<file path="config.mk">
export PLATFORM = sky130hd
export DESIGN_NAME = uart_regs
export DESIGN_NICKNAME = d
export VERILOG_FILES = /design/src/design/uart_map_pkg.sv /design/src/design/pair_buffer.sv /design/src/design/pin_sync.sv /design/src/design/uart_regs.sv
export SDC_FILE = /design/constraint.sdc
export NUM_CORES = 1
export LEC_CHECK = 0
export ABC_AREA = 0
export BUFFER_PORTS_ARGS = -buffer_cell sky130_fd_sc_hd__buf_2
export CAP_MARGIN = 20
export CELL_PAD_IN_SITES_DETAIL_PLACEMENT = 1
export CELL_PAD_IN_SITES_GLOBAL_PLACEMENT = 2
export CORE_MARGIN = 2
export CORE_UTILIZATION = 30
export DETAILED_ROUTE_END_ITERATION = 8
export PLACE_DENSITY_LB_ADDON = 0.1
export SYNTH_ARGS = -nofsm -noshare
export SYNTH_HDL_FRONTEND = slang
export SYNTH_SLANG_ARGS = --single-unit
</file>
<file path="constraint.sdc">
create_clock -name ref_clk -period 2.7 [get_ports ref_clk]
set_input_delay 0.405 -clock ref_clk [delete_from_list [all_inputs] [get_ports ref_clk]]
set_output_delay 0.405 -clock ref_clk [all_outputs]
set_load 0.02 [all_outputs]
</file>
<file path="src/design/uart_map_pkg.sv">
// register map constants, field positions and carrier types of the uart register block
// assumes a synchronous 8-bit host bus on the same clock as the block
package uart_map_pkg;

    // ------------------------------------------------------------
    // register addresses
    // ------------------------------------------------------------
    localparam logic [2:0] ADDR_DATA   = 3'h0;
    localparam logic [2:0] ADDR_IEN    = 3'h1;
    localparam logic [2:0] ADDR_ISTAT  = 3'h2;
    localparam logic [2:0] ADDR_LINE   = 3'h3;
    localparam logic [2:0] ADDR_MODEM  = 3'h4;
    localparam logic [2:0] ADDR_LSTAT  = 3'h5;
    localparam logic [2:0] ADDR_MSTAT  = 3'h6;
    localparam logic [2:0] ADDR_SCR    = 3'h7;

    // ------------------------------------------------------------
    // key value and field positions
    // ------------------------------------------------------------
    localparam logic [7:0] LINE_LOCK_KEY = 8'hbf;
    localparam int         LINE_DIV_BIT  = 7;
    localparam int         FIFO_EN_BIT   = 0;
    localparam int         RXF_RST_BIT   = 1;
    localparam int         TXF_RST_BIT   = 2;
    localparam int         LOOP_BIT      = 4;
    localparam logic [7:0] IEN_EXT_MASK  = 8'hf0;
    localparam logic [7:0] ISTAT_EXT_MASK = 8'h30;
    localparam logic [7:0] FIFO_EXT_MASK = 8'h38;
    localparam logic [7:0] MODEM_EXT_MASK = 8'he0;
    localparam logic [7:0] MODE_WR_MASK  = 8'hf0;
    localparam logic [7:0] EMS_WR_MASK   = 8'hcf;

    // ------------------------------------------------------------
    // values after reset
    // ------------------------------------------------------------
    localparam logic [7:0] REG_RST  = 8'h00;
    localparam logic [7:0] LINE_RST = 8'h00;

    // ------------------------------------------------------------
    // carriers
    // ------------------------------------------------------------
    typedef struct packed {
        logic       rd;
        logic       wr;
        logic [2:0] addr;
        logic [7:0] wdata;
    } host_req_t;

    typedef struct packed {
        logic [7:0] ien;
        logic [7:0] fifo;
        logic [7:0] line;
        logic [7:0] modem;
        logic [7:0] mode;
        logic [7:0] ems;
    } ctrl_t;

    // modem inputs, active low at the pins
    typedef struct packed {
        logic cd_n;
        logic ri_n;
        logic dsr_n;
        logic cts_n;
    } modem_pins_t;

endpackage : uart_map_pkg

</file>
<file path="src/design/pair_buffer.sv">
// two-entry buffer with valid and ready on both sides
// assumes source and sink on ref_clk; flush empties it in one edge
`timescale 1ns/1ns
module pair_buffer #(
    parameter int WIDTH = 8,
    parameter int DEPTH = 2
) (
    // clock and reset
    input  wire logic             ref_clk,
    input  wire logic             rst_n,
    input  wire logic             flush,
    // fill side
    input  wire logic             in_valid,
    input  wire logic [WIDTH-1:0] in_data,
    output logic                  in_ready,
    // drain side
    output logic                  out_valid,
    output logic      [WIDTH-1:0] out_data,
    input  wire logic             out_ready
);
    logic [WIDTH-1:0]         mem [DEPTH];
    logic [$clog2(DEPTH)-1:0] wr_ptr;
    logic [$clog2(DEPTH)-1:0] rd_ptr;
    logic [$clog2(DEPTH):0]   count;
    logic                     push;
    logic                     pop;

    assign in_ready  = (count != DEPTH[$clog2(DEPTH):0]);
    assign out_valid = (count != '0);
    assign out_data  = mem[rd_ptr];
    assign push      = in_valid && in_ready;
    assign pop       = out_valid && out_ready;

    // storage only, no reset needed on data
    always_ff @(posedge ref_clk) begin
        if (push) begin
            mem[wr_ptr] <= in_data;
        end
    end

    // pointers and fill count
    always_ff @(posedge ref_clk or negedge rst_n) begin
        if (!rst_n) begin
            wr_ptr <= '0;
            rd_ptr <= '0;
            count  <= '0;
        end else if (flush) begin
            wr_ptr <= '0;
            rd_ptr <= '0;
            count  <= '0;
        end else begin
            if (push) wr_ptr <= wr_ptr + 1'b1;
            if (pop) rd_ptr <= rd_ptr + 1'b1;
            count <= count + (push ? 1'b1 : 1'b0) - (pop ? 1'b1 : 1'b0);
        end
    end
endmodule : pair_buffer

</file>
<file path="src/design/pin_sync.sv">
// two-flop synchroniser for a group of pin levels
// assumes the pins are asynchronous to ref_clk
`timescale 1ns/1ns
module pin_sync #(
    parameter int WIDTH = 4
) (
    // clock and reset
    input  wire logic             ref_clk,
    input  wire logic             rst_n,
    // levels
    input  wire logic [WIDTH-1:0] pin_in,
    output logic      [WIDTH-1:0] pin_out
);
    logic [WIDTH-1:0] meta;

    // ------------------------------------------------------------
    // first stage is read by the second stage only
    // ------------------------------------------------------------
    always_ff @(posedge ref_clk or negedge rst_n) begin
        if (!rst_n) begin
            meta    <= '1;
            pin_out <= '1;
        end else begin
            meta    <= pin_in;
            pin_out <= meta;
        end
    end
endmodule : pin_sync

</file>
<file path="src/design/uart_regs.sv">
// host register map of the uart: aliased addresses, gated extended bits
// assumes a synchronous host bus on ref_clk and an outside enhanced block
`timescale 1ns/1ns
module uart_regs
    import uart_map_pkg::*;
(
    // clock and reset
    input  wire logic        ref_clk,
    input  wire logic        rst_n,
    // host bus
    input  wire host_req_t   host_req,
    output logic      [7:0]  host_rdata,
    output logic             tx_space,
    // enhanced register block
    input  wire logic        enh_en,
    input  wire logic        feat_sel,
    // receiver side
    input  wire logic        rx_valid,
    input  wire logic [7:0]  rx_byte,
    output logic             rx_ready,
    // transmitter side
    output logic             tx_valid,
    output logic      [7:0]  tx_byte,
    input  wire logic        tx_ready,
    // status from datapath and interrupt logic
    input  wire logic [7:0]  line_stat_in,
    input  wire logic [3:0]  int_source,
    input  wire logic        xoff_int,
    input  wire logic        rtscts_int,
    input  wire logic [7:0]  fifo_level,
    // modem pins
    input  wire modem_pins_t modem_n,
    output logic             dtr_n,
    output logic             rts_n,
    output logic             gen_out_one_n,
    output logic             int_out_en,
    // control towards the datapath
    output ctrl_t            ctrl,
    output logic             rx_fifo_reset,
    output logic             tx_fifo_reset
);
    // ------------------------------------------------------------
    // state
    // ------------------------------------------------------------
    logic [7:0] ien;
    logic [7:0] fifo_ctl;
    logic [7:0] line;
    logic [7:0] modem;
    logic [7:0] mode;
    logic [7:0] ems;
    logic [7:0] scratch;
    logic [3:0] delta;
    logic [3:0] lvl_prev;
    logic [3:0] pin_lvl_n;
    logic [3:0] lvl;
    logic       rd_ok;
    logic       wr_ok;
    logic       rx_out_valid;
    logic [7:0] rx_out_byte;
    logic       rx_pop;
    logic       tx_push;
    logic [7:0] next_rdata;

    // ------------------------------------------------------------
    // access decode shared by read and write
    // ------------------------------------------------------------
    function automatic logic reach(input logic [2:0] a, input logic [7:0] lc,
                                   input logic en, input logic is_wr);
        logic unlocked;
        unlocked = (lc != LINE_LOCK_KEY);
        unique case (a)
            ADDR_DATA, ADDR_IEN: reach = !lc[LINE_DIV_BIT];
            ADDR_ISTAT: reach = en ? !lc[LINE_DIV_BIT] : unlocked;
            ADDR_LINE: reach = 1'b1;
            ADDR_MSTAT: reach = unlocked && (!is_wr || en);
            default: reach = unlocked;
        endcase
    endfunction : reach

    assign rd_ok   = host_req.rd && reach(host_req.addr, line, enh_en, 1'b0);
    assign wr_ok   = host_req.wr && reach(host_req.addr, line, enh_en, 1'b1);
    assign rx_pop  = rd_ok && (host_req.addr == ADDR_DATA);
    assign tx_push = wr_ok && (host_req.addr == ADDR_DATA);

    // ------------------------------------------------------------
    // data path buffers: a stalled transmitter fills the tx pair
    // ------------------------------------------------------------
    pair_buffer #(.WIDTH(8), .DEPTH(2)) u_rx_buf (
        .ref_clk   (ref_clk),
        .rst_n     (rst_n),
        .flush     (rx_fifo_reset),
        .in_valid  (rx_valid),
        .in_data   (rx_byte),
        .in_ready  (rx_ready),
        .out_valid (rx_out_valid),
        .out_data  (rx_out_byte),
        .out_ready (rx_pop)
    );

    // a host write while tx_space is low is dropped; host polls tx_space
    pair_buffer #(.WIDTH(8), .DEPTH(2)) u_tx_buf (
        .ref_clk   (ref_clk),
        .rst_n     (rst_n),
        .flush     (tx_fifo_reset),
        .in_valid  (tx_push),
        .in_data   (host_req.wdata),
        .in_ready  (tx_space),
        .out_valid (tx_valid),
        .out_data  (tx_byte),
        .out_ready (tx_ready)
    );

    // ------------------------------------------------------------
    // modem inputs
    // ------------------------------------------------------------
    pin_sync #(.WIDTH(4)) u_sync (
        .ref_clk (ref_clk),
        .rst_n   (rst_n),
        .pin_in  (modem_n),
        .pin_out (pin_lvl_n)
    );

    // loopback feeds the inputs from modem control, pins are ignored
    assign lvl = modem[LOOP_BIT] ? {modem[3], modem[2], modem[0], modem[1]}
                                 : ~pin_lvl_n;

    // change flags: a change in the clearing read's cycle survives
    always_ff @(posedge ref_clk or negedge rst_n) begin
        if (!rst_n) begin
            lvl_prev <= 4'h0;
            delta    <= 4'h0;
        end else begin
            lvl_prev <= lvl;
            if (rd_ok && host_req.addr == ADDR_MSTAT) begin
                delta <= lvl ^ lvl_prev;
            end else begin
                delta <= delta | (lvl ^ lvl_prev);
            end
        end
    end

    // ------------------------------------------------------------
    // writable registers
    // ------------------------------------------------------------
    always_ff @(posedge ref_clk or negedge rst_n) begin
        if (!rst_n) begin
            ien      <= REG_RST;
            fifo_ctl <= REG_RST;
            line     <= LINE_RST;
            modem    <= REG_RST;
            mode     <= REG_RST;
            ems      <= REG_RST;
            scratch  <= REG_RST;
        end else if (wr_ok) begin
            unique case (host_req.addr)
                ADDR_IEN: ien <= host_req.wdata;
                ADDR_ISTAT: fifo_ctl <= host_req.wdata;
                ADDR_LINE: line <= host_req.wdata;
                ADDR_MODEM: modem <= host_req.wdata;
                ADDR_MSTAT: mode <= host_req.wdata & MODE_WR_MASK;
                ADDR_SCR: begin
                    if (feat_sel) ems <= host_req.wdata & EMS_WR_MASK;
                    else scratch <= host_req.wdata;
                end
                default: ;
            endcase
        end
    end

    // fifo resets are one-cycle pulses, and fifo_ctl also stores the written reset bits
    always_ff @(posedge ref_clk or negedge rst_n) begin
        if (!rst_n) begin
            rx_fifo_reset <= 1'b0;
            tx_fifo_reset <= 1'b0;
        end else begin
            rx_fifo_reset <= wr_ok && host_req.addr == ADDR_ISTAT
                             && host_req.wdata[RXF_RST_BIT];
            tx_fifo_reset <= wr_ok && host_req.addr == ADDR_ISTAT
                             && host_req.wdata[TXF_RST_BIT];
        end
    end

    // ------------------------------------------------------------
    // effective controls, extended ien, fifo and modem bits gated by enhanced mode
    // ------------------------------------------------------------
    always_ff @(posedge ref_clk or negedge rst_n) begin
        if (!rst_n) begin
            ctrl <= '0;
        end else begin
            ctrl.ien   <= enh_en ? ien : (ien & ~IEN_EXT_MASK);
            ctrl.fifo  <= enh_en ? fifo_ctl : (fifo_ctl & ~FIFO_EXT_MASK);
            ctrl.line  <= line;
            ctrl.modem <= enh_en ? modem : (modem & ~MODEM_EXT_MASK);
            ctrl.mode  <= mode;
            ctrl.ems   <= ems;
        end
    end

    // pins go inactive in loopback so the far end sees nothing
    always_ff @(posedge ref_clk or negedge rst_n) begin
        if (!rst_n) begin
            dtr_n         <= 1'b1;
            rts_n         <= 1'b1;
            gen_out_one_n <= 1'b1;
            int_out_en    <= 1'b0;
        end else begin
            dtr_n         <= !modem[0] || modem[LOOP_BIT];
            rts_n         <= !modem[1] || modem[LOOP_BIT];
            gen_out_one_n <= !modem[2] || modem[LOOP_BIT];
            int_out_en    <= modem[3] && !modem[LOOP_BIT];
        end
    end

    // ------------------------------------------------------------
    // read mux; unreached reads return zero
    // ------------------------------------------------------------
    always_comb begin
        next_rdata = 8'h00;
        if (rd_ok) begin
            unique case (host_req.addr)
                ADDR_DATA: next_rdata = rx_out_byte;
                ADDR_IEN: next_rdata = enh_en ? ien : (ien & ~IEN_EXT_MASK);
                ADDR_ISTAT: begin
                    next_rdata = {{2{fifo_ctl[FIFO_EN_BIT]}}, rtscts_int,
                                  xoff_int, int_source};
                    if (!enh_en) next_rdata = next_rdata & ~ISTAT_EXT_MASK;
                end
                ADDR_LINE: next_rdata = line;
                ADDR_MODEM: next_rdata = enh_en ? modem : (modem & ~MODEM_EXT_MASK);
                ADDR_LSTAT: next_rdata = {line_stat_in[7:1], rx_out_valid};
                ADDR_MSTAT: next_rdata = {lvl, delta};
                default: next_rdata = feat_sel ? fifo_level : scratch;
            endcase
        end
    end

    // read data is held until the next read
    always_ff @(posedge ref_clk or negedge rst_n) begin
        if (!rst_n) begin
            host_rdata <= 8'h00;
        end else if (host_req.rd) begin
            host_rdata <= next_rdata;
        end
    end
endmodule : uart_regs

</file>
==> results.ini, run 1 <==
[worst_setup_path]
cp_data_arrival_time_ns = 2.43
crit_type = flip-flop to flip-flop
worst_setup_path_end_kind = flip-flop
critical_path_peak_fanout = 4
cp.depth = 9
r2r_start = line[6]
crit_path_cell_trace = nand4b_1, o22ai_1, o21a_1, nor2_1, ha_1, inv_1, ha_1, xnor2_1, nor2_1
cp_slowest_stage_delay_ns = 0.43
r2r_slack_ns = 0.59
cp_data_required_time_ns = 3.01
path_buf_inv = 1
critPathLaunchType = flip-flop
crit_family = compound AO/OA/AOI/OAI gates
worstReg2RegEnd = u_rx_buf.count[1]
cpMaxStageDelayCell = dfrtp_1
reg2reg_depth = 9

[grt]
grt_pass1_wl_um = 27500
grt_antenna_before_repair = 0
grt_use_met2 = 0.257
busiest_layer = met2
met3_usage = 0.0385
track_usage = 0.159
globalRouteOverflowTotal = 0
grt_start_max_net_pins = 70
met1_usage = 0.208
first_global_vias = 4534

[placement]
portBuffers = 118
dp_hpwl_um = 12900
gp_congestion = 0.763
place_inst = 878

[cts]
post_cts_buffers = 0
cts_buffers = 17
cts_tree = yes
cts-root-buf = clkbuf_16
cts_buffer_depth = 2
clkSlewWorstSetupHoldPaths_ns = 0.07
clock-sinks = 162
clk_latency_ns = 0.43
h-tree-depth = 4

[sta]
fin_crit_sh = 0.783
worst_pin_slew_ns = 0.690
hold_violations = 0
slew_headroom = 0.538
rsz0062_at_grt = no
finalMaxSlewViolations = 0
fin_worst_skew_ns = 0.0108
post-route-min-period_ns = 2.11
finalSetupViolations = 0
fin_setup_tns_ns = 0
fmax_ghz = 0.473

[final_layout]
syn_to_final_growth_pct = 24.0
drive_gt1_frac = 0.382
fillers = 2339
fin_cells = 911
antenna_cells = 0
multi_input_area_um2 = 2120
final_common_cell = dfrtp_1
post-route-util = 0.376
final_nets = 675
seqCellArea_um2 = 4230
final_cell_mix = dfrtp_1 (119), buf_2 (117), mux2_2 (50)

[power]
netSwitchingPower_mw = 2.24
vdd_drop_max_uv = 414
comb_power_share = 0.209
clockPowerShare = 0.344
seqPwrFrac = 0.447
leakage_nw = 3.73
intPower_mw = 5.14
p_per_area_nw_per_um2 = 906
switching_share = 0.304

[logic_synthesis]
synthTopCellsByArea = dfrtp_1 (45%), edfxtp_1 (15%), mux2_2 (8.6%)
yosys.area.top_type_share = 0.453
ys_seq_area_frac = 0.643
synth-seq-cells = 162
synth-main-ff-cell = dfrtp_1
yosysWarnings = 0
async_reset_ff_frac = 0.802
synth_cells = 484
ys_types = 59
synth.avg_cell_area_um2 = 13.6
syn_area_um2 = 6580
synth_edf_count = 32
yosys.area.top_type = dfrtp_1

[die]
die_area_um2 = 23100
start_util = 0.303
num_io_pins = 126
rows = 54
die_h_um = 152
core_um2 = 21700
fp.dieW_um = 152

[drt]
vias = 4255
first_iter_violations = 163
ant_nets = 0
drt-pass1-iter-count = 4
wl_per_cell_um = 19.5
wirelength_um = 17700
vias_per_cell = 4.67
route.detailed.drc = 0

[hold_path]
worstHoldEndpoint = u_sync.meta[3]
hold_start = modem_n[3]
whs_path_depth = 1
hp-class = input port to flip-flop

[status]
status = finished, final reports clean

[flow_run]
max-cap-violations = 0

-- logic make-up (layout without fill, tap and decap cells) --
| kind of cell | Yosys count | after routing | synth area share |
|---|---|---|---|
| xor gates and xnor gates | 12 | 12 | 0.0160 |
| DFF | 162 | 162 | 0.643 |
| other | 1 | 6 | 0.000570 |
| buffers and inverters | 47 | 189 | 0.0373 |
| adders and majority gates | 4 | 4 | 0.00761 |
| AOI/OAI and AO/OA | 64 | 64 | 0.0674 |
| muxes | 78 | 78 | 0.133 |
| and+or+nand+nor | 116 | 116 | 0.0953 |
-- sequential cells by signal (all words and copies together), names as in the netlist, 8 cells and up --
name          cells
ctrl             42
u_rx_buf.mem     16
u_tx_buf.mem     16
fifo_ctl          8
host_rdata        8
ien               8
line              8
modem             8
scratch           8
-- metrics by stage --
stage          instance area, um^2  setup WS (ns)  hold slack (ns)  power (mW)
2_1_floorplan                 6590          0.464            0.109        4.31
3_3_place_gp                  7520          0.430            0.335        4.88
3_5_place_dp                  7520          0.394            0.341        4.93
4_1_cts                       8150          0.593           0.0481        7.51
5_1_grt                       8150          0.407           0.0466        7.78
6_report                      8150          0.586           0.0723        7.39
-- how the worst max path moves through the flow --
stage	from	endpoint	slack [ns]
2_1_floorplan	host_req[10]	u_tx_buf.mem[0][0]	0.46
3_3_place_gp	host_req[9]	u_rx_buf.count[0]	0.43
3_5_place_dp	host_req[9]	u_rx_buf.count[1]	0.39
4_1_cts	line[6]	u_rx_buf.count[1]	0.59
5_1_grt	line[6]	u_rx_buf.count[1]	0.41
6_report	line[6]	u_rx_buf.count[1]	0.59
-- worst reg2reg max path: cells and delay by family (launching register included) --
kind	cells	cell delay (ns)
XOR/XNOR	1	0.15
AO/OA/AOI/OAI	2	0.55
flip-flops	1	0.43
adder cells (fa/ha/maj)	2	0.46
buffers and inverters	1	0.04
AND/OR/NAND/NOR	3	0.38
-- layout make-up --
class / instances / area share
Sequential cell: 162 / 0.519
Multi-Input combinational cell: 280 / 0.260
Timing Repair Buffer: 137 / 0.0926
Clock buffer: 20 / 0.0588
Tap cell: 280 / 0.0430
Clock inverter: 12 / 0.0175
Inverter: 20 / 0.00921
-- layer usage --
metal / part of all wire / vias to the layer above
met4: 0.021 / 0
met3: 0.035 / 27
met1: 0.46 / 2170
met5: 0 / -
met2: 0.48 / 92
li1: - / 1966
-- synthesized netlist by cell type (all sizes together), types with 3 or more instances --
cell type  number
edfxtp         32
buf            23
xnor2           9
nand3          10
nand2          43
o21ai          17
ha              4
mux2           56
and2           12
a21oi          10
o22ai           3
a31oi           3
nor2b          11
o2bb2ai         7
xor2            3
nor2           16
nand3b          4
nand4           4
dfstp          11
clkbuf          4
mux2i          22
and3            3
inv            19
a32o            3
nor3            3
a22o            3
dfrtp         119
a22oi           4
-- repair_timing --
action,CTS,global route
endpoints found under the hold margin,29,0
hold buffers,1,0
gates resized for setup,0,0
-- power groups by stage --
stage | logic (mW) | clock network, mW | registers [mW]
finish | 1.55 | 2.54 | 3.30
global route | 1.69 | 2.71 | 3.38
CTS | 1.58 | 2.61 | 3.31
detailed placement | 1.57 | 0 | 3.36
global placement | 1.54 | 0 | 3.34
floorplan | 0.871 | 0 | 3.43
Note: power is estimated with default switching activity, not from simulation.
==> run 2, diff against run 1 <==
- clock period: 2.7 -> 2.1 ns (I/O delays scaled with it)
==> results.ini, run 2 (same netlist as run 1, synthesis figures left out) <==
[grt]
grt_pass1_wl_um = 27800
grt_antenna_before_repair = 1
globalRouteOverflowTotal = 0
grt_start_max_net_pins = 53
track_usage = 0.159
first_global_vias = 4611

[cts]
clk_latency_ns = 0.42
cts-root-buf = clkbuf_16
post_cts_buffers = 0
clkSlewWorstSetupHoldPaths_ns = 0.07
cts_buffers = 17
cts_tree = yes
h-tree-depth = 4
clock-sinks = 162
cts_buffer_depth = 2

[power]
fin_total_pwr_mw = 9.49
vdd_drop_max_uv = 556
p_per_area_nw_per_um2 = 1140
leakage_nw = 3.83

[drt]
vias_per_cell = 4.58
wirelength_um = 17700
route.detailed.drc = 0
ant_nets = 0
first_iter_violations = 201
vias = 4273
drt-pass1-iter-count = 4
wl_per_cell_um = 19.0

[sta]
setup_ws_ns = 0.105
fin_worst_skew_ns = 0.0105
hold_violations = 0
fin_crit_sh = 0.950
finalSetupViolations = 0
fin_setup_tns_ns = 0
fmax_ghz = 0.501
hold_slack_ns = 0.0810
rsz0062_at_grt = no
finalMaxSlewViolations = 0
worst_pin_slew_ns = 0.509
post-route-min-period_ns = 2.00
slew_headroom = 0.656

[worst_setup_path]
worst_setup_path_end_kind = flip-flop
crit_type = flip-flop to flip-flop
critical_path_peak_fanout = 3
critPathLaunchType = flip-flop
cp-startpoint = line[6]
r2r_start = line[6]
reg2reg_depth = 9
cp_data_arrival_time_ns = 2.30
cp_data_required_time_ns = 2.40

[final_layout]
largest_register_ffs = 42
final_common_cell = dfrtp_1
seqCellArea_um2 = 4230
regMostFlops = ctrl
finalInstanceArea_um2 = 8340
final_cell_mix = dfrtp_1 (119), buf_2 (117), mux2_2 (50)
reg_top3 = ctrl x42, u_rx_buf.mem x16, u_tx_buf.mem x16
antenna_cells = 0
multi_input_area_um2 = 2130
fillers = 2298
drive_gt1_frac = 0.403
syn_to_final_growth_pct = 26.9
final_nets = 697

[placement]
portBuffers = 118
placed_cell_area_um2 = 7700
post-place-ws_ns = 0.0810
dp_hpwl_um = 13000
gp_congestion = 0.765

[die]
core_um2 = 21700
rows = 54
num_io_pins = 126
die_area_um2 = 23100
start_util = 0.303
die_h_um = 152
fp.dieW_um = 152

[hold_path]
whs_path_depth = 1
hold_start = rx_byte[0]
hp-class = input port to flip-flop

[status]
status = finished, final reports clean

[flow_run]
max-cap-violations = 0

run 2: cell count changes in the layout (fill, tap and decap cells not counted), moves of 2 or more:
cell           delta
buf_12            +3
inv_6             +5
dlygate4sd3_1     +4
buf_4            +15
clkbuf_16         -2
run 2: critical path, cell delays in order (launching register included):
cell      delay [ns]
dfrtp_1         0.38
nand4b_1        0.25
o22ai_1         0.27
o21a_2          0.22
nor2_1          0.06
ha_1            0.26
inv_1           0.04
ha_1            0.19
xnor2_1         0.15
nor2_1          0.05
run 2: path summary, 6_finish.rpt:
check,slack [ns],end
max,0.10,u_rx_buf.count[1]
min,0.08,u_rx_buf.mem[1][0]
max reg2reg,0.10,u_rx_buf.count[1]
min reg2reg,0.35,u_sync.pin_out[2]
max in group asynchronous,1.05,scratch[1]
min in group asynchronous,0.42,ctrl[12]
run 2: layer usage:
layer,up-vias,global-route usage,part of all wire
li1,2013,-,-
met5,-,0,0
met2,94,0.261,0.49
met3,9,0.0357,0.038
met4,0,0.0356,0.0063
met1,2157,0.216,0.46
run 2: metrics by stage:
step	cells	utilization
floorplan	489	-
global placement	896	0.355
detailed placement	896	0.355
CTS	933	0.385
global route	933	0.385
finish	933	0.385
run 2: final cells by class:
cell class / count / share of cell area
inverter: 20 / 0.00900
clock buffer: 17 / 0.0510
multi-input combinational: 280 / 0.255
timing repair buffer: 159 / 0.116
sequential: 162 / 0.507
tap: 280 / 0.0420
clock inverter: 15 / 0.0202
run 2: repair_timing:
action                                  CTS  global route
gates resized for setup                   0             1
endpoints found under the hold margin    43             0
hold buffers                              5             0
endpoints found under the setup margin    0             2
run 2: power breakdown:
part	switching [mW]	leakage, nW	internal, mW	total (mW)
Sequential	0.360	1.85	3.85	4.21
Clock	1.36	0.284	1.79	3.15
Combinational	1.20	1.70	0.927	2.13
Total	2.93	3.83	6.57	9.49
==> run 3, diff against run 2 <==
- CTS_CLUSTER_SIZE: default -> 40
- PLACE_DENSITY: default -> 0.69
- PLACE_DENSITY_LB_ADDON: 0.1 -> default
- SKIP_LAST_GASP: default -> 1
==> results.ini, run 3 (same netlist as run 1, synthesis figures left out) <==
[status]
status = finished, final reports clean

[final_layout]
largest_register_ffs = 42
final_cell_mix = dfrtp_1 (119), buf_2 (117), mux2_2 (50)
final_nets = 693
drive_gt1_frac = 0.399
syn_to_final_growth_pct = 26.5
reg_top3 = ctrl x42, u_rx_buf.mem x16, u_tx_buf.mem x16
regMostFlops = ctrl
antenna_cells = 0
final_common_cell = dfrtp_1

[drt]
wirelength_um = 17600
vias = 4319
vias_per_cell = 4.65
ant_nets = 0
wl_per_cell_um = 19.0
route.detailed.drc = 0
drt-pass1-iter-count = 4
first_iter_violations = 137

[die]
fp.dieW_um = 152
die_h_um = 152
start_util = 0.303
rows = 54
num_io_pins = 126
core_um2 = 21700
die_area_um2 = 23100

[cts]
clock-sinks = 162
cts_buffer_depth = 2
post_cts_buffers = 0
cts_tree = yes
h-tree-depth = 4
cts-root-buf = clkbuf_16
clk_latency_ns = 0.43
cts_buffers = 17
clkSlewWorstSetupHoldPaths_ns = 0.07

[sta]
finalMaxSlewViolations = 0
post-route-min-period_ns = 1.95
worst_pin_slew_ns = 0.679
hold_violations = 0
fin_setup_tns_ns = 0
slew_headroom = 0.546
fmax_ghz = 0.512
rsz0062_at_grt = no
finalSetupViolations = 0
setup_ws_ns = 0.148
fin_crit_sh = 0.929
fin_worst_skew_ns = 0.0129

[flow_run]
max-cap-violations = 0

[worst_setup_path]
crit_type = flip-flop to flip-flop
cp_data_required_time_ns = 2.41
worst_setup_path_end_kind = flip-flop
critPathLaunchType = flip-flop
critical_path_peak_fanout = 3
cp_data_arrival_time_ns = 2.27

[placement]
gp_congestion = 0.794
portBuffers = 118
dp_hpwl_um = 13100
post-place-ws_ns = 0.0845

[hold_path]
hp-class = input port to flip-flop

[power]
vdd_drop_max_uv = 605
leakage_nw = 3.82
p_per_area_nw_per_um2 = 1140
fin_total_pwr_mw = 9.48

[grt]
grt_antenna_before_repair = 0
grt_start_max_net_pins = 42
grt_pass1_wl_um = 28000
track_usage = 0.160
globalRouteOverflowTotal = 0
first_global_vias = 4738

[run 3: layout make-up]
cell class | count | area (um^2)
clock buffers | 17 | 425
clock inverters | 15 | 169
fillers | 2310 | 13400
inverters | 20 | 75.1
multi-input cells | 280 | 2130
flip-flops and latches | 162 | 4230
well taps | 280 | 350
repair buffers | 155 | 933
[run 3: worst max-delay path: stages (launching register included)]
cell and delay, ns:
dfrtp_1 0.38, nand4b_1 0.25, o22ai_2 0.21, o21a_1 0.21
nor2_1 0.07, ha_1 0.27, inv_1 0.04, ha_1 0.27
nor2b_1 0.12
[run 3: power breakdown]
part | switching (mW) | internal, mW
Clock | 1.37 | 1.79
Sequential | 0.365 | 3.85
Combinational | 1.20 | 0.905
[run 3: path summary, 6_finish.rpt]
kind | startpoint | end | slack, ns | depth (start not counted)
worst max register to register | line[6] | u_rx_buf.count[0] | 0.15 | 8
worst min-delay path | rx_byte[4] | u_rx_buf.mem[1][4] | 0.07 | 1
max in group asynchronous | rst_n | u_sync.pin_out[0] | 1.01 | 3
worst min register to register | u_sync.meta[0] | u_sync.pin_out[0] | 0.36 | 0
worst max-delay path | line[6] | u_rx_buf.count[0] | 0.15 | 8
min in group asynchronous | rst_n | ctrl[13] | 0.41 | 2
[run 3: per-stage QoR]
| step | instances | util | hold slack, ns | cell area (um^2) |
|---|---|---|---|---|
| 2_1_floorplan | 489 | - | 0.0194 | 6600 |
| 3_3_place_gp | 892 | 0.353 | 0.326 | 7660 |
| 3_5_place_dp | 892 | 0.353 | 0.333 | 7660 |
| 4_1_cts | 929 | 0.383 | 0.0512 | 8310 |
| 5_1_grt | 929 | 0.383 | 0.0580 | 8310 |
| 6_report | 929 | 0.383 | 0.0702 | 8310 |
[run 3: what timing repair did]
| item | CTS | global route |
|---|---|---|
| resized for setup | 0 | 1 |
| setup endpoints to repair | 0 | 2 |
| hold endpoints to repair | 30 | 0 |
| hold buffers | 5 | 0 |
[run 3: routing by layer]
metal / up-vias / GRT usage / routed length, um
li1: 1999 / - / -
met3: 25 / 0.0354 / 661
met4: 0 / 0.0556 / 311
met2: 105 / 0.266 / 8710
met1: 2190 / 0.208 / 7930
met5: - / 0 / 0
